===== src/rtl/sfcd_regs.svh =====
// Constants of the serial flash command decoder
// Assumes inclusion by bare name from rtl files
`ifndef SFCD_REGS_SVH
`define SFCD_REGS_SVH
`define SFCD_OP_WREN    8'h06
`define SFCD_OP_WRREG   8'h71
`define SFCD_OP_CLRFAIL 8'h30
`define SFCD_OP_EN4     8'hb7
`define SFCD_OP_EX4     8'hb8
`define SFCD_OP_RDLP    8'h41
`define SFCD_OP_PRLP    8'h43
`define SFCD_OP_WRLP    8'h4a
`define SFCD_OP_BOOT    8'h15
`define SFCD_OP_ECC_M   8'h19
`define SFCD_OP_ECC_4   8'h18
`define SFCD_OP_CLEAR_ECC_STATE_CMD   8'h1b
`define SFCD_OP_CHK     8'h5b
`define SFCD_ALEN_3     4'h3
`define SFCD_ALEN_4     4'h4
`define SFCD_ALEN_CHK   4'h8
`define SFCD_CNT_MAX    4'hf
`define SFCD_OFS_CTRL   8'h00
`define SFCD_OFS_STAT1  8'h04
`define SFCD_OFS_CFG2   8'h08
`define SFCD_OFS_LPV    8'h0c
`define SFCD_OFS_LPNV   8'h10
`define SFCD_OFS_BOOT   8'h14
`define SFCD_OFS_ECC    8'h18
`define SFCD_OFS_TRAP   8'h1c
`define SFCD_OFS_ECNT   8'h20
`define SFCD_OFS_RSTA   8'h24
`define SFCD_OFS_REND   8'h28
`define SFCD_OFS_IRQST  8'h2c
`define SFCD_OFS_IRQEN  8'h30
`define SFCD_OFS_IRQCLR 8'h34
`define SFCD_OFS_ANY    8'h40
`define SFCD_ANY_MASK   8'hc0
`define SFCD_BIT_WEL    1
`define SFCD_BIT_EFAIL  5
`define SFCD_BIT_PFAIL  6
`define SFCD_BIT_ALEN   7
`define SFCD_BIT_ECC1   3
`define SFCD_BIT_ECC2   4
`define SFCD_BIT_NOCLR  0
`define SFCD_EV_REGWR   0
`define SFCD_EV_FCLR    1
`define SFCD_EV_RESUME  2
`define SFCD_EV_CHK     3
`define SFCD_EV_DENY    4
`define SFCD_EV_BOOT    5
`define SFCD_NEV        6
`define SFCD_RESP_OK    2'b00
`define SFCD_RESP_ERR   2'b10
`endif


===== src/rtl/sfcd_pkg.sv =====
// Types of the serial flash command decoder
// Assumes sfcd_regs.svh for numeric constants
package sfcd_pkg;
    typedef enum logic [1:0] {
        SFCD_PH_OPC  = 2'b00,
        SFCD_PH_ADDR = 2'b01,
        SFCD_PH_DATA = 2'b10,
        SFCD_PH_DONE = 2'b11
    } sfcd_phase_t;
endpackage


===== src/rtl/sfcd_spi_port.sv =====
// Serial pin front end: synchronisers, byte receive, byte send
// Assumes mode 0 link much slower than aclk
`timescale 1ns/1ps
`default_nettype none
module sfcd_spi_port (
    input  wire logic       aclk,
    input  wire logic       aresetn,
    input  wire logic       cs_n,
    input  wire logic       sck,
    input  wire logic       mosi,
    input  wire logic [7:0] tx_byte,
    output logic            rx_vld,
    output logic [7:0]      rx_byte,
    output logic            frm_start,
    output logic            frm_end,
    output logic            cs_act,
    output logic            miso
);
    logic [1:0] cs_s_q, sck_s_q, mosi_s_q;
    logic       cs_p_q, sck_p_q;
    logic [2:0] bit_q;
    logic [7:0] sh_q, tx_q;
    logic       rise, fall;

    // Two-stage synchronisers
    always_ff @(posedge aclk) begin
        if (!aresetn) begin
            cs_s_q   <= 2'h3;
            sck_s_q  <= 2'h0;
            mosi_s_q <= 2'h0;
            cs_p_q   <= 1'b1;
            sck_p_q  <= 1'b0;
        end else begin
            cs_s_q   <= {cs_s_q[0], cs_n};
            sck_s_q  <= {sck_s_q[0], sck};
            mosi_s_q <= {mosi_s_q[0], mosi};
            cs_p_q   <= cs_s_q[1];
            sck_p_q  <= sck_s_q[1];
        end
    end

    assign cs_act    = !cs_s_q[1];
    assign rise      = cs_act && sck_s_q[1] && !sck_p_q;
    assign fall      = cs_act && !sck_s_q[1] && sck_p_q;
    assign frm_start = !cs_s_q[1] && cs_p_q;
    assign frm_end   = cs_s_q[1] && !cs_p_q;

    // Receive on rising edges
    always_ff @(posedge aclk) begin
        if (!aresetn || !cs_act) begin
            bit_q   <= 3'h0;
            sh_q    <= 8'h00;
            rx_vld  <= 1'b0;
            rx_byte <= 8'h00;
        end else begin
            rx_vld <= 1'b0;
            if (rise) begin
                bit_q <= bit_q + 3'h1;
                sh_q  <= {sh_q[6:0], mosi_s_q[1]};
                if (bit_q == 3'h7) begin
                    rx_vld  <= 1'b1;
                    rx_byte <= {sh_q[6:0], mosi_s_q[1]};
                end
            end
        end
    end

    // Send on falling edges, reload at byte boundary
    always_ff @(posedge aclk) begin
        if (!aresetn || !cs_act) begin
            tx_q <= 8'h00;
        end else if (fall) begin
            tx_q <= (bit_q == 3'h0) ? tx_byte : {tx_q[6:0], 1'b0};
        end
    end

    assign miso = tx_q[7];
endmodule
`default_nettype wire


===== src/rtl/sfcd_decoder.sv =====
// Serial flash register command decoder with AXI4-Lite register view
// Assumes host drives cs_n, sck, mosi in mode 0, single lane
// Function
// - Opcode 71 after write enable takes an address and one byte and stores it in that register.
// - Opcode 71 uses three address bytes, or four sent high byte first in wide mode.
// - Opcode 30 clears the erase and program failure flags of status register 1.
// - With the disable bit of the control register set, opcode 30 becomes a resume request.
// - Opcode B7 sets the address length bit, selecting four-byte addressing.
// - Opcode B8 clears the address length bit, returning to three-byte addressing.
// - Opcode 41 shifts out the volatile learning pattern.
// - Opcode 43 after write enable programs one byte into the nonvolatile learning pattern.
// - Opcode 4A after write enable writes one byte into the volatile learning pattern.
// - Opcode 15 after write enable streams bytes in order into the boot pattern.
// - Opcodes 19 and 18 return ECC status, 19 with mode address length, 18 with four bytes.
// - Opcode 1B clears both ECC flags, the address trap and the error counter.
// - Opcode 5B takes a four-byte start and end address and starts a range check.
// - Opcode 06 sets the write enable latch, which gates opcodes 71, 43, 4A and 15.
`timescale 1ns/1ps
`default_nettype none
`include "sfcd_regs.svh"
module sfcd_decoder (
    input  wire logic        aclk,
    input  wire logic        aresetn,
    input  wire logic        cs_n,
    input  wire logic        sck,
    input  wire logic        mosi,
    output logic             miso,
    output logic             miso_oe,
    output logic             resume_req,
    output logic             chk_start,
    output logic             irq,
    input  wire logic [7:0]  s_axi_awaddr,
    input  wire logic        s_axi_awvalid,
    output logic             s_axi_awready,
    input  wire logic [31:0] s_axi_wdata,
    input  wire logic [3:0]  s_axi_wstrb,
    input  wire logic        s_axi_wvalid,
    output logic             s_axi_wready,
    output logic [1:0]       s_axi_bresp,
    output logic             s_axi_bvalid,
    input  wire logic        s_axi_bready,
    input  wire logic [7:0]  s_axi_araddr,
    input  wire logic        s_axi_arvalid,
    output logic             s_axi_arready,
    output logic [31:0]      s_axi_rdata,
    output logic [1:0]       s_axi_rresp,
    output logic             s_axi_rvalid,
    input  wire logic        s_axi_rready
);
    logic                 rx_vld, frm_start, frm_end, cs_act, tx_on;
    logic [7:0]           rx_byte, tx_byte, opc_q;
    logic [3:0]           cnt_q, alen;
    logic [63:0]          addr_q;
    sfcd_pkg::sfcd_phase_t ph_q;
    logic                 wel_q, efail_q, pfail_q, wide_q, noclr_q, wrote_q;
    logic                 ecc1_q, ecc2_q;
    logic [7:0]           lpv_q, lpnv_q, trap_q, ecnt_q;
    logic [31:0]          boot_q, rsta_q, rend_q;
    logic [7:0]           any_q [16];
    logic [`SFCD_NEV-1:0] ev, ist_q, ien_q;
    logic                 wr_go, op_go, dat_go, need_wel, denied;
    logic [7:0]           w_off;
    logic [31:0]          rd_d;
    logic [1:0]           rd_resp;

    sfcd_spi_port u_port (
        .aclk      (aclk),
        .aresetn   (aresetn),
        .cs_n      (cs_n),
        .sck       (sck),
        .mosi      (mosi),
        .tx_byte   (tx_byte),
        .rx_vld    (rx_vld),
        .rx_byte   (rx_byte),
        .frm_start (frm_start),
        .frm_end   (frm_end),
        .cs_act    (cs_act),
        .miso      (miso)
    );

    // Address length per opcode
    always_comb begin
        case (opc_q)
            `SFCD_OP_WRREG: alen = wide_q ? `SFCD_ALEN_4 : `SFCD_ALEN_3;
            `SFCD_OP_ECC_M: alen = wide_q ? `SFCD_ALEN_4 : `SFCD_ALEN_3;
            `SFCD_OP_ECC_4: alen = `SFCD_ALEN_4;
            `SFCD_OP_CHK:   alen = `SFCD_ALEN_CHK;
            default:        alen = 4'h0;
        endcase
    end

    assign op_go  = rx_vld && (ph_q == sfcd_pkg::SFCD_PH_OPC);
    assign dat_go = rx_vld && (ph_q == sfcd_pkg::SFCD_PH_DATA);
    assign need_wel = (rx_byte == `SFCD_OP_WRREG) || (rx_byte == `SFCD_OP_PRLP)
                   || (rx_byte == `SFCD_OP_WRLP) || (rx_byte == `SFCD_OP_BOOT);
    assign denied = op_go && need_wel && !wel_q;

    // Frame sequencer
    always_ff @(posedge aclk) begin
        if (!aresetn || frm_start) begin
            ph_q   <= sfcd_pkg::SFCD_PH_OPC;
            cnt_q  <= 4'h0;
            opc_q  <= 8'h00;
            addr_q <= 64'h0;
        end else if (rx_vld) begin
            if (cnt_q != `SFCD_CNT_MAX) begin
                cnt_q <= cnt_q + 4'h1;
            end
            case (ph_q)
                sfcd_pkg::SFCD_PH_OPC: begin
                    opc_q <= rx_byte;
                    if (denied) begin
                        ph_q <= sfcd_pkg::SFCD_PH_DONE;
                    end else if (rx_byte == `SFCD_OP_WRREG || rx_byte == `SFCD_OP_ECC_M
                                 || rx_byte == `SFCD_OP_ECC_4
                                 || rx_byte == `SFCD_OP_CHK) begin
                        ph_q <= sfcd_pkg::SFCD_PH_ADDR;
                    end else if (need_wel) begin
                        ph_q <= sfcd_pkg::SFCD_PH_DATA;
                    end else begin
                        ph_q <= sfcd_pkg::SFCD_PH_DONE;
                    end
                end
                sfcd_pkg::SFCD_PH_ADDR: begin
                    addr_q <= {addr_q[55:0], rx_byte};
                    if (cnt_q == alen) begin
                        ph_q <= (opc_q == `SFCD_OP_WRREG) ? sfcd_pkg::SFCD_PH_DATA
                                                          : sfcd_pkg::SFCD_PH_DONE;
                    end
                end
                sfcd_pkg::SFCD_PH_DATA: begin
                    if (opc_q != `SFCD_OP_BOOT) begin
                        ph_q <= sfcd_pkg::SFCD_PH_DONE;
                    end
                end
                default: ph_q <= sfcd_pkg::SFCD_PH_DONE;
            endcase
        end
    end

    // Write enable latch, dropped at end of a frame that wrote
    always_ff @(posedge aclk) begin
        if (!aresetn) begin
            wel_q   <= 1'b0;
            wrote_q <= 1'b0;
        end else begin
            if (op_go && rx_byte == `SFCD_OP_WREN) begin
                wel_q <= 1'b1;
            end else if (frm_end && wrote_q) begin
                wel_q <= 1'b0;
            end
            if (frm_start) begin
                wrote_q <= 1'b0;
            end else if (dat_go) begin
                wrote_q <= 1'b1;
            end
        end
    end

    // Mode and failure flags; software injection wins over a clear
    always_ff @(posedge aclk) begin
        if (!aresetn) begin
            wide_q  <= 1'b0;
            efail_q <= 1'b0;
            pfail_q <= 1'b0;
        end else begin
            if (op_go && rx_byte == `SFCD_OP_EN4) begin
                wide_q <= 1'b1;
            end else if (op_go && rx_byte == `SFCD_OP_EX4) begin
                wide_q <= 1'b0;
            end
            if (wr_go && w_off == `SFCD_OFS_STAT1 && s_axi_wdata[`SFCD_BIT_EFAIL]) begin
                efail_q <= 1'b1;
            end else if (ev[`SFCD_EV_FCLR]) begin
                efail_q <= 1'b0;
            end
            if (wr_go && w_off == `SFCD_OFS_STAT1 && s_axi_wdata[`SFCD_BIT_PFAIL]) begin
                pfail_q <= 1'b1;
            end else if (ev[`SFCD_EV_FCLR]) begin
                pfail_q <= 1'b0;
            end
        end
    end

    // Data bytes into pattern registers and register file
    always_ff @(posedge aclk) begin
        if (!aresetn) begin
            lpv_q  <= 8'h00;
            lpnv_q <= 8'h00;
            boot_q <= 32'h0;
            for (int i = 0; i < 16; i++) begin
                any_q[i] <= 8'h00;
            end
        end else if (dat_go) begin
            case (opc_q)
                `SFCD_OP_WRREG: any_q[addr_q[3:0]] <= rx_byte;
                `SFCD_OP_PRLP:  lpnv_q <= rx_byte;
                `SFCD_OP_WRLP:  lpv_q <= rx_byte;
                `SFCD_OP_BOOT:  boot_q <= {boot_q[23:0], rx_byte};
                default:        lpv_q <= lpv_q;
            endcase
        end else if (wr_go && w_off == `SFCD_OFS_LPV && s_axi_wstrb[0]) begin
            lpv_q <= s_axi_wdata[7:0];
        end
    end

    // ECC state; software injection wins over the clear command
    always_ff @(posedge aclk) begin
        if (!aresetn) begin
            ecc1_q <= 1'b0;
            ecc2_q <= 1'b0;
            trap_q <= 8'h00;
            ecnt_q <= 8'h00;
        end else if (wr_go && w_off == `SFCD_OFS_ECC) begin
            ecc1_q <= s_axi_wdata[`SFCD_BIT_ECC1];
            ecc2_q <= s_axi_wdata[`SFCD_BIT_ECC2];
        end else if (wr_go && w_off == `SFCD_OFS_TRAP) begin
            trap_q <= s_axi_wdata[7:0];
        end else if (wr_go && w_off == `SFCD_OFS_ECNT) begin
            ecnt_q <= s_axi_wdata[7:0];
        end else if (op_go && rx_byte == `SFCD_OP_CLEAR_ECC_STATE_CMD) begin
            ecc1_q <= 1'b0;
            ecc2_q <= 1'b0;
            trap_q <= 8'h00;
            ecnt_q <= 8'h00;
        end
    end

    // Range check capture
    always_ff @(posedge aclk) begin
        if (!aresetn) begin
            rsta_q    <= 32'h0;
            rend_q    <= 32'h0;
            chk_start <= 1'b0;
        end else begin
            chk_start <= ev[`SFCD_EV_CHK];
            if (ev[`SFCD_EV_CHK]) begin
                rsta_q <= addr_q[55:24];
                rend_q <= {addr_q[23:0], rx_byte};
            end
        end
    end

    // Resume request pulse
    always_ff @(posedge aclk) begin
        if (!aresetn) begin
            resume_req <= 1'b0;
        end else begin
            resume_req <= ev[`SFCD_EV_RESUME];
        end
    end

    // Events
    assign ev[`SFCD_EV_REGWR]  = dat_go && opc_q == `SFCD_OP_WRREG;
    assign ev[`SFCD_EV_FCLR]   = op_go && rx_byte == `SFCD_OP_CLRFAIL && !noclr_q;
    assign ev[`SFCD_EV_RESUME] = op_go && rx_byte == `SFCD_OP_CLRFAIL && noclr_q;
    assign ev[`SFCD_EV_CHK]    = rx_vld && ph_q == sfcd_pkg::SFCD_PH_ADDR
                              && opc_q == `SFCD_OP_CHK && cnt_q == `SFCD_ALEN_CHK;
    assign ev[`SFCD_EV_DENY]   = denied;
    assign ev[`SFCD_EV_BOOT]   = dat_go && opc_q == `SFCD_OP_BOOT;

    // Read data source
    assign tx_on = cs_act && ((opc_q == `SFCD_OP_RDLP && cnt_q != 4'h0)
                 || ((opc_q == `SFCD_OP_ECC_M || opc_q == `SFCD_OP_ECC_4)
                     && ph_q == sfcd_pkg::SFCD_PH_DONE));
    always_comb begin
        if (opc_q == `SFCD_OP_RDLP) begin
            tx_byte = lpv_q;
        end else if (tx_on) begin
            tx_byte = 8'h00;
            tx_byte[`SFCD_BIT_ECC1] = ecc1_q;
            tx_byte[`SFCD_BIT_ECC2] = ecc2_q;
        end else begin
            tx_byte = 8'h00;
        end
    end
    assign miso_oe = tx_on;

    // Interrupt status, enable and clear
    always_ff @(posedge aclk) begin
        if (!aresetn) begin
            ist_q   <= '0;
            ien_q   <= '0;
            noclr_q <= 1'b0;
        end else begin
            if (wr_go && w_off == `SFCD_OFS_IRQCLR) begin
                ist_q <= (ist_q & ~s_axi_wdata[`SFCD_NEV-1:0]) | ev;
            end else begin
                ist_q <= ist_q | ev;
            end
            if (wr_go && w_off == `SFCD_OFS_IRQEN) begin
                ien_q <= s_axi_wdata[`SFCD_NEV-1:0];
            end
            if (wr_go && w_off == `SFCD_OFS_CTRL) begin
                noclr_q <= s_axi_wdata[`SFCD_BIT_NOCLR];
            end
        end
    end
    assign irq = |(ist_q & ien_q);

    // AXI4-Lite write channel
    assign w_off         = {s_axi_awaddr[7:2], 2'b00};
    assign wr_go         = s_axi_awvalid && s_axi_wvalid && !s_axi_bvalid;
    assign s_axi_awready = wr_go;
    assign s_axi_wready  = wr_go;
    always_ff @(posedge aclk) begin
        if (!aresetn) begin
            s_axi_bvalid <= 1'b0;
            s_axi_bresp  <= `SFCD_RESP_OK;
        end else if (wr_go) begin
            s_axi_bvalid <= 1'b1;
            if (w_off == `SFCD_OFS_CTRL || w_off == `SFCD_OFS_STAT1
                || w_off == `SFCD_OFS_LPV || w_off == `SFCD_OFS_ECC
                || w_off == `SFCD_OFS_TRAP || w_off == `SFCD_OFS_ECNT
                || w_off == `SFCD_OFS_IRQEN || w_off == `SFCD_OFS_IRQCLR) begin
                s_axi_bresp <= `SFCD_RESP_OK;
            end else begin
                s_axi_bresp <= `SFCD_RESP_ERR;
            end
        end else if (s_axi_bready) begin
            s_axi_bvalid <= 1'b0;
        end
    end

    // AXI4-Lite read decode
    always_comb begin
        rd_d    = 32'h0;
        rd_resp = `SFCD_RESP_OK;
        if (s_axi_araddr[7:2] == `SFCD_OFS_CTRL >> 2) begin
            rd_d[`SFCD_BIT_NOCLR] = noclr_q;
        end else if (s_axi_araddr[7:2] == `SFCD_OFS_STAT1 >> 2) begin
            rd_d[`SFCD_BIT_WEL]   = wel_q;
            rd_d[`SFCD_BIT_EFAIL] = efail_q;
            rd_d[`SFCD_BIT_PFAIL] = pfail_q;
        end else if (s_axi_araddr[7:2] == `SFCD_OFS_CFG2 >> 2) begin
            rd_d[`SFCD_BIT_ALEN] = wide_q;
        end else if (s_axi_araddr[7:2] == `SFCD_OFS_LPV >> 2) begin
            rd_d[7:0] = lpv_q;
        end else if (s_axi_araddr[7:2] == `SFCD_OFS_LPNV >> 2) begin
            rd_d[7:0] = lpnv_q;
        end else if (s_axi_araddr[7:2] == `SFCD_OFS_BOOT >> 2) begin
            rd_d = boot_q;
        end else if (s_axi_araddr[7:2] == `SFCD_OFS_ECC >> 2) begin
            rd_d[`SFCD_BIT_ECC1] = ecc1_q;
            rd_d[`SFCD_BIT_ECC2] = ecc2_q;
        end else if (s_axi_araddr[7:2] == `SFCD_OFS_TRAP >> 2) begin
            rd_d[7:0] = trap_q;
        end else if (s_axi_araddr[7:2] == `SFCD_OFS_ECNT >> 2) begin
            rd_d[7:0] = ecnt_q;
        end else if (s_axi_araddr[7:2] == `SFCD_OFS_RSTA >> 2) begin
            rd_d = rsta_q;
        end else if (s_axi_araddr[7:2] == `SFCD_OFS_REND >> 2) begin
            rd_d = rend_q;
        end else if (s_axi_araddr[7:2] == `SFCD_OFS_IRQST >> 2) begin
            rd_d[`SFCD_NEV-1:0] = ist_q;
        end else if (s_axi_araddr[7:2] == `SFCD_OFS_IRQEN >> 2) begin
            rd_d[`SFCD_NEV-1:0] = ien_q;
        end else if ((s_axi_araddr & `SFCD_ANY_MASK) == `SFCD_OFS_ANY) begin
            rd_d[7:0] = any_q[s_axi_araddr[5:2]];
        end else begin
            rd_resp = `SFCD_RESP_ERR;
        end
    end

    assign s_axi_arready = !s_axi_rvalid;
    always_ff @(posedge aclk) begin
        if (!aresetn) begin
            s_axi_rvalid <= 1'b0;
            s_axi_rdata  <= 32'h0;
            s_axi_rresp  <= `SFCD_RESP_OK;
        end else if (s_axi_arvalid && !s_axi_rvalid) begin
            s_axi_rvalid <= 1'b1;
            s_axi_rdata  <= rd_d;
            s_axi_rresp  <= rd_resp;
        end else if (s_axi_rready) begin
            s_axi_rvalid <= 1'b0;
        end
    end
endmodule
`default_nettype wire


===== config.mk =====
export PLATFORM = sky130hd
export DESIGN_NAME = sfcd_decoder
export DESIGN_NICKNAME = d
export VERILOG_FILES = /design/src/rtl/sfcd_pkg.sv /design/src/rtl/sfcd_spi_port.sv /design/src/rtl/sfcd_decoder.sv
export VERILOG_INCLUDE_DIRS = /design/src /design/src/rtl
export SDC_FILE = /design/constraint.sdc
export NUM_CORES = 1
export LEC_CHECK = 0
export BUFFER_PORTS_ARGS = -buffer_cell sky130_fd_sc_hd__clkbuf_2
export CAP_MARGIN = 40
export CORE_ASPECT_RATIO = 1.1
export CORE_UTILIZATION = 50
export CTS_CLUSTER_SIZE = 30
export DETAILED_ROUTE_END_ITERATION = 7
export PLACE_DENSITY = 0.67
export SLEW_MARGIN = 20
export SYNTH_ARGS = -nofsm -noshare
export SYNTH_HDL_FRONTEND = slang
export SYNTH_SLANG_ARGS = --single-unit

===== constraint.sdc =====
create_clock -name aclk -period 4.7 [get_ports aclk]
set_input_delay 0.47 -clock aclk [delete_from_list [all_inputs] [get_ports aclk]]
set_output_delay 0.47 -clock aclk [all_outputs]
set_load 0.02 [all_outputs]

* Word-level counts from Yosys, hierarchy flattened
Memory sizes are Yosys's and may differ from the RTL's. Cells that the tools add are included.
Cells by class: add/subtract/negate cells 2, equality and inequality tests 54, muxes and demuxes 106, bitwise logic cells 9, reduce and logical (&&, ||, !) cells 97
Operator list (number):
- 2-to-1 mux 32 bit | 11
- 2-to-1 mux 8 bit | 23
- 2-to-1 mux 24 bit | 6
- equality test 8 x 7 -> 1 bit, second input constant | 9
- equality test 8 x 5 -> 1 bit, second input constant | 7
- equality test 6 x 4 -> 1 bit, second input constant | 8
- 2-to-1 mux 2 bit | 23
- logical AND 1 bit | 40
- equality test 6 x 3 -> 1 bit, second input constant | 6
- 2-to-1 mux 31 bit | 1
- 2-to-1 mux 1 bit | 29
- 2-to-1 mux 27 bit | 1
- 2-to-1 mux 25 bit | 1
- nonzero test 2 bit | 10
- equality test 6 x 2 -> 1 bit, second input constant | 3
- 2-to-1 mux 6 bit | 3
- logical OR 1 bit | 17
- equality test 8 bit, second input constant | 2
- AND reduction 2 bit | 7
- AND 6 bit | 2
- equality test 6 x 1 -> 1 bit, second input constant | 2
- OR 6 bit | 2
- case mux 4 bit (3 select lines) | 1
- AND reduction 3 bit | 4
- 29 further kinds | 50
Storage, ports and cells: bits in registers 293, bits in writable memories 128, input bits 62, output and inout port bits 46, word-level logic and storage cells 307, memories 1
Memories:
- any_q | words 16, bits a word 8, read ports 1, clocked after memory_dff 0, write ports 16, line sfcd_decoder.sv:59 | logic [7:0] any_q [16];

* Longest topological paths before layout
Gate-level depths: netlist of the first run.
depth in word-level cells 31, gate-level depth with buffers 10, gate-level depth less buffers 7

* Cells and area by module
A second synthesis of the first run with hierarchy kept.
Second synthesis, totals: cell total of the unflattened synthesis 1974, area, all modules 18700.4 µm²
By module, submodules not included:
- sfcd_decoder | instances 1, cells an instance 1831, area each 17364.2 µm², seq. area each 8968.6 µm²
- sfcd_spi_port | instances 1, cells an instance 143, area each 1336.3 µm², seq. area each 700.7 µm²

* Worst setup path before layout of the first run
No wires, ideal clock.
path type reg-to-reg, from register opc_q[2], to memory any_q[1][0] (enable), arrival time 2435 ps, required time 4316 ps, path slack 1881 ps, cell stages (with the launch flop) 8, buffers on the path 2, clock period less this slack 2819 ps, cell sequence dfxtp_1 buf_2 or3b_4 nor4_4 and2_4 or3b_1 buf_6 o21ai_0
RTL lines:
- start, declared | line sfcd_decoder.sv:51 | logic [7:0] rx_byte, tx_byte, opc_q;
- start signal, assigned | line sfcd_decoder.sv:111 | opc_q <= rx_byte;
- end, declared | line sfcd_decoder.sv:59

==> results.sh, run 1 <==
export IMPL_status="finished clean"
export IMPL_tightest_slew_ns=0.835
export IMPL_cts_buffer_depth=3
export IMPL_place_congestion=0.938
export IMPL_yosysWarnings=0
export IMPL_ys_seq_area_share_pct=51.7
export IMPL_ir_drop_uv=311
export IMPL_slew_headroom_pct=44.3
export IMPL_synth_seq_cells=419
export IMPL_synth_edf_count=128
export IMPL_hold_violations=0
export IMPL_min_path_type="in -> reg"
export IMPL_cp_start_kind="flop"
export IMPL_endpoint="any_q[8][3]"
export IMPL_setup_viol=0
export IMPL_postRouteAntennaNets=0
export IMPL_viasPerCell=5.84
export IMPL_grt_use_met3_pct=4.11
export IMPL_dp_hpwl_microns=32900
export IMPL_antennaDiodeCount=0
export IMPL_cts_tree="done"
export IMPL_synth_cell_types=77
export IMPL_syn_avg_cell_area_sq_um=9.59
export IMPL_cp_startpoint="opc_q[0]"
export IMPL_core_sq_um=36400
export IMPL_cp_num_cells=6
export IMPL_path_clk_slew_ns=0.06
export IMPL_holdWs_ns=0.0638
export IMPL_hp_start="cs_n"
export IMPL_crit_reg2reg_launch="opc_q[0]"
export IMPL_ff_latch_area_sq_um=9670
export IMPL_leakage_nw=7.19
export IMPL_skew_ns=0.0282
export IMPL_yosysTopAreaCellShare_pct=31.2
export IMPL_drt_iter0_drc=1180
export IMPL_multiInputGateArea_sq_um=8320
export IMPL_drive_gt1_share_pct=13.4
export IMPL_ctsRootBufferMaster="clkbuf_16"
export IMPL_cpMaxStageDelayCell="nor3_1"
export IMPL_max_stage_delay_ns=0.73
export IMPL_ctsHoldBuffers=0
export IMPL_finalWirelength_microns=49600
export IMPL_antenna_found_initial=0
export IMPL_met2_usage_pct=43.8
export IMPL_grt_use_total_pct=26.1
export IMPL_crit_type="reg -> reg"
export IMPL_cellPowerDensity_nw_per_um2=369
export IMPL_crit_arrival_ns=3.66
export IMPL_cts_buffers=44
export IMPL_overflow=0
export IMPL_cp_data_required_time_ns=4.91
export IMPL_dr_total_vias=14500
export IMPL_synthArstFlopShare_pct=0
export IMPL_ioPinCount=108
export IMPL_h_tree_depth=2
export IMPL_die_w_microns=186
export IMPL_rsz0062_at_grt="no"
export IMPL_fp_dieH_microns=205
export IMPL_area_growth_syn_to_layout_pct=12.0
export IMPL_finalPower_mw=7.72
export IMPL_grt_pass1_vias=13800
export IMPL_synthCells=1949
export IMPL_final_net_count=2025
export IMPL_rr_worst_depth=6
export IMPL_initial_core_util_pct=51.3
export IMPL_cp_end_kind="flop"
export IMPL_insertion_delay_ns=0.59
export IMPL_synth_most_common_cell="nand2_1"
export IMPL_pre_cts_ws_ns=1.33
export IMPL_numPortBuffers=74
export IMPL_synth_area_leaders="dfxtp_1 31%, edfxtp_1 21%, nand2_1 8.1%, and2_1 4.3%, mux4_2 4.0%"
export IMPL_tns_ns=0
export IMPL_r2r_slack_ns=1.25
export IMPL_period_minus_slack_ns=3.45
export IMPL_grt_pass1_wl_microns=77900
export IMPL_dieArea_sq_um=38200
export IMPL_grt_max_degree=94
export IMPL_synth_commonest_cells="402 x nand2_1, 291 x dfxtp_1, 129 x and2_1, 128 x edfxtp_1, 124 x clkbuf_1"
export IMPL_cts_resized_gates=0
export IMPL_ys_flop_type="dfxtp_1"
export IMPL_fillCellCount=3134
export IMPL_timing_fmax_mhz=290
export IMPL_timing_rr_end="any_q[8][3]"
export IMPL_drv_cap=0
export IMPL_first_pass_iters=5
export IMPL_finalWorstSetupSlack_ns=1.25
export IMPL_syn_area_sq_um=18700
export IMPL_crit_family="simple AND/OR/NAND/NOR gates"
export IMPL_wl_per_cell_microns=20.0
export IMPL_cts_setup_buffers=0
export IMPL_worstPathBufferInverterCount=0
export IMPL_worstPathMaxFanout=15
export IMPL_cp_cell_sequence="or3b_4, nor4_4, and2_4, nand3b_1, nor3_1, nand2b_1"
export IMPL_use_met1_pct=34.9
export IMPL_clock_sinks=419
export IMPL_post_route_period_util_pct=73.4
export IMPL_top_usage_layer="met2"
export IMPL_drc_errors=0
export IMPL_rows=73
export IMPL_drv_slew=0
export IMPL_synth_top_area_cell="dfxtp_1"
metrics by stage:
step | instances | cell area (sq um) | util (%)
2_1_floorplan | 1950 | 18700 | -
3_3_place_gp | 2392 | 19400 | 53.2
3_5_place_dp | 2395 | 19400 | 53.3
4_1_cts | 2475 | 20900 | 57.4
5_1_grt | 2479 | 20900 | 57.5
6_report | 2479 | 20900 | 57.5
kinds of logic (layout without fill, tap and decap cells):
family	count (synthesis)	in the layout	share of synthesized area, %
simple gates	810	810	21.3
compound gates	447	447	15.9
flops	419	419	51.7
buf+inv	182	224	3.96
mux	81	81	6.57
fa+ha+maj	5	5	0.335
xor+xnor	4	4	0.187
other cells	1	2	0.0201
report_power, final:
group	internal, mW	total, mW	switching [mW]
combinational	0.133	0.361	0.228
clock	2.09	3.55	1.46
sequential	3.79	3.81	0.0235
total	6.01	7.72	1.71
layout by cell type (no fill, tap or decap), types with 7 or more instances in the layout:
master     instances
a22oi_1           77
nand3b_1           8
nand3_1           23
nor2b_1           59
mux2i_1           45
o211ai_1           8
clkbuf_2          73
clkbuf_8           9
a31oi_1           14
inv_1             18
nor2_1            51
clkinv_2           9
o21ai_0           73
nor4_1             7
o211a_1           11
nand2b_1          20
o22ai_1           10
and2_1           128
dfxtp_1          290
edfxtp_1         128
nand2_1          401
clkbuf_16         44
buf_4             44
a21boi_0          98
nor3_1            39
nand4_1           13
mux4_2            33
a21oi_1          102
layout make-up:
cell class | count | area share (%)
flip-flops and latches | 419 | 46.2
multi-input cells | 1349 | 39.7
clock buffers | 60 | 5.98
repair buffers | 123 | 3.75
well taps | 487 | 2.91
clock inverters | 20 | 1.06
inverters | 21 | 0.376
worst min path at each step:
stage,end,slack [ns],cells past startpoint
floorplan,u_port.cs_s_q[1],0.39,1
global placement,u_port.cs_s_q[1],0.39,1
detailed placement,u_port.cs_s_q[1],0.39,1
CTS,u_port.cs_s_q[0],0.04,2
global route,u_port.cs_s_q[0],0.08,2
finish,u_port.cs_s_q[0],0.06,2
registers in the layout (all words and copies together) (netlist names), 32 cells and up:
signal       cells
addr_q          56
any_q          128
boot_q          32
s_axi_rdata     32
rsta_q          32
rend_q          32
metal layers:
layer	vias up	part of all wire (%)
li1	6886	-
met1	7040	45
met2	480	47
met3	71	6.0
met4	0	2.3
met5	-	0
(Power assumes the default switching activity.)
==> run 2: changes to the inputs <==
clock period = 3.2 ns   (was 4.7 ns; I/O delays follow)
==> results.sh, run 2 (synthesized netlist as in run 1, its figures left out) <==
export IMPL_cts_tree="done"
export IMPL_final_common_cell="nand2_1"
export IMPL_rsz0062_at_grt="no"
export IMPL_drc_errors=0
export IMPL_grt_max_degree=90
export IMPL_layout_common_cells="401 x nand2_1, 291 x dfxtp_1, 128 x and2_1, 128 x edfxtp_1, 102 x a21oi_1"
export IMPL_grt_pass1_wl_microns=78600
export IMPL_final_util_pct=57.8
export IMPL_timing_fmax_mhz=341
export IMPL_drv_slew=0
export IMPL_first_pass_iters=5
export IMPL_fp_dieH_microns=205
export IMPL_hold_violations=0
export IMPL_post_route_period_util_pct=91.5
export IMPL_crit_type="reg -> reg"
export IMPL_cp_start_kind="flop"
export IMPL_tns_ns=0
export IMPL_overflow=0
export IMPL_die_w_microns=186
export IMPL_wl_per_cell_microns=20.0
export IMPL_finalWirelength_microns=50000
export IMPL_hold_path_depth=3
export IMPL_period_minus_slack_ns=2.93
export IMPL_power_internal_mw=8.64
export IMPL_cts_resized_gates=0
export IMPL_ioPinCount=108
export IMPL_largest_register="any_q"
export IMPL_grt_pass1_vias=13800
export IMPL_area_growth_syn_to_layout_pct=12.7
export IMPL_viasPerCell=5.81
export IMPL_switching_share_pct=22.1
export IMPL_pre_cts_ws_ns=0.258
export IMPL_grt_use_total_pct=26.4
export IMPL_tightest_slew_ns=0.922
export IMPL_postRouteAntennaNets=0
export IMPL_drive_gt1_share_pct=13.8
export IMPL_ir_drop_uv=442
export IMPL_antennaDiodeCount=0
export IMPL_place_congestion=0.947
export IMPL_insertion_delay_ns=0.57
export IMPL_skew_ns=0.0167
export IMPL_min_path_type="in -> reg"
export IMPL_p_sw_mw=2.45
export IMPL_status="finished clean"
export IMPL_dieArea_sq_um=38200
export IMPL_drv_cap=0
export IMPL_leakage_nw=7.27
export IMPL_rows=73
export IMPL_cellPowerDensity_nw_per_um2=527
export IMPL_numPortBuffers=74
export IMPL_dp_hpwl_microns=34100
export IMPL_timing_rr_end="any_q[0][0]"
export IMPL_initial_core_util_pct=51.3
export IMPL_setup_viol=0
export IMPL_fin_area_sq_um=21100
export IMPL_cts_buffer_depth=3
export IMPL_rr_worst_depth=6
export IMPL_cts_buffers=43
export IMPL_cp_end_kind="flop"
export IMPL_path_clk_slew_ns=0.06
export IMPL_hold_path_end="s_axi_rvalid"
export IMPL_core_sq_um=36400
export IMPL_dr_total_vias=14500
export IMPL_antenna_found_initial=0
export IMPL_h_tree_depth=2
export IMPL_crit_reg2reg_launch="opc_q[4]"
export IMPL_dpl_cell_area_sq_um=19600
export IMPL_pwr_share_seq_pct=50.5
export IMPL_drt_iter0_drc=1408
export IMPL_hp_start="s_axi_rready"
export IMPL_cp_data_required_time_ns=3.43
export IMPL_clkPwrFrac_pct=44.7
export IMPL_ctsRootBufferMaster="clkbuf_16"
export IMPL_final_net_count=2047
export IMPL_worstPathMaxFanout=8
export IMPL_finalWorstSetupSlack_ns=0.271
export IMPL_r2r_slack_ns=0.27
export IMPL_crit_arrival_ns=3.15
export IMPL_fillCellCount=3202
export IMPL_p_comb_share_pct=4.8
export IMPL_largestRegisters="any_q: 128 flops, addr_q: 56 flops"
export IMPL_slew_headroom_pct=38.4
export IMPL_largest_register_ffs=128
export IMPL_clock_sinks=419
## run 2: changes by cell type in the layout (fill, tap and decap cells not counted), sizes merged
cell         before  now
clkinvlp          2    1
buf              51   70
inv              20   22
bufinv            4    1
clkbuf          132  138
clkinv           15   11
dlygate4sd3       0    4
## run 2: area by class of cell
| cell class | instances | area, sq um | area share (%) |
|---|---|---|---|
| clock buffers | 66 | 1290 | 6.14 |
| multi-input cells | 1349 | 8320 | 39.5 |
| well taps | 487 | 609 | 2.89 |
| repair buffers | 146 | 970 | 4.60 |
| inverters | 21 | 78.8 | 0.374 |
| clock inverters | 14 | 119 | 0.564 |
| flip-flops and latches | 419 | 9670 | 45.9 |
## run 2: worst max-delay path by stage
stage,start,endpoint,cells past startpoint
2_1_floorplan,opc_q[2],any_q[1][0],7
3_3_place_gp,opc_q[4],any_q[0][0],6
3_5_place_dp,opc_q[4],any_q[0][2],6
4_1_cts,opc_q[4],any_q[0][0],6
5_1_grt,opc_q[4],any_q[0][0],6
6_report,opc_q[4],any_q[0][0],6
## run 2: stage by stage
stage	hold WS [ns]	cells	power, mW
2_1_floorplan	0.386	1950	6.04
3_3_place_gp	0.388	2415	6.23
3_5_place_dp	0.392	2417	6.24
4_1_cts	0.00218	2501	11.2
5_1_grt	0.0172	2502	11.5
6_report	0.0281	2502	11.1
## run 2: power groups by stage
stage | Combinational, mW | Sequential (mW) | Clock (mW)
after detailed placement | 0.523 | 5.72 | 0
after CTS | 0.528 | 5.60 | 5.06
after global placement | 0.516 | 5.71 | 0
final | 0.531 | 5.60 | 4.96
after global routing | 0.569 | 5.61 | 5.28
after floorplan | 0.332 | 5.71 | 0
## run 2: metal layers
metal  vias up  track usage [%]  wire length (microns)
met1      7066             35.6                  22000
met4         0             8.94                   1440
met3        82             4.42                   3120
li1       6929                -                      -
met5         -                0                      0
met2       464             43.1                  23500
## run 2: timing repair
action | CTS | global route
setup buffers | 0 | 0
hold buffers | 4 | 0
hold endpoints to repair | 4 | 0
## run 2: critical path: stages, from the launching register on
cell	delay, ns
dfxtp_1	0.40
or3b_1	0.50
nor4_4	0.36
and2_4	0.22
or3b_1	0.49
nor3_4	0.24
nand2b_1	0.37
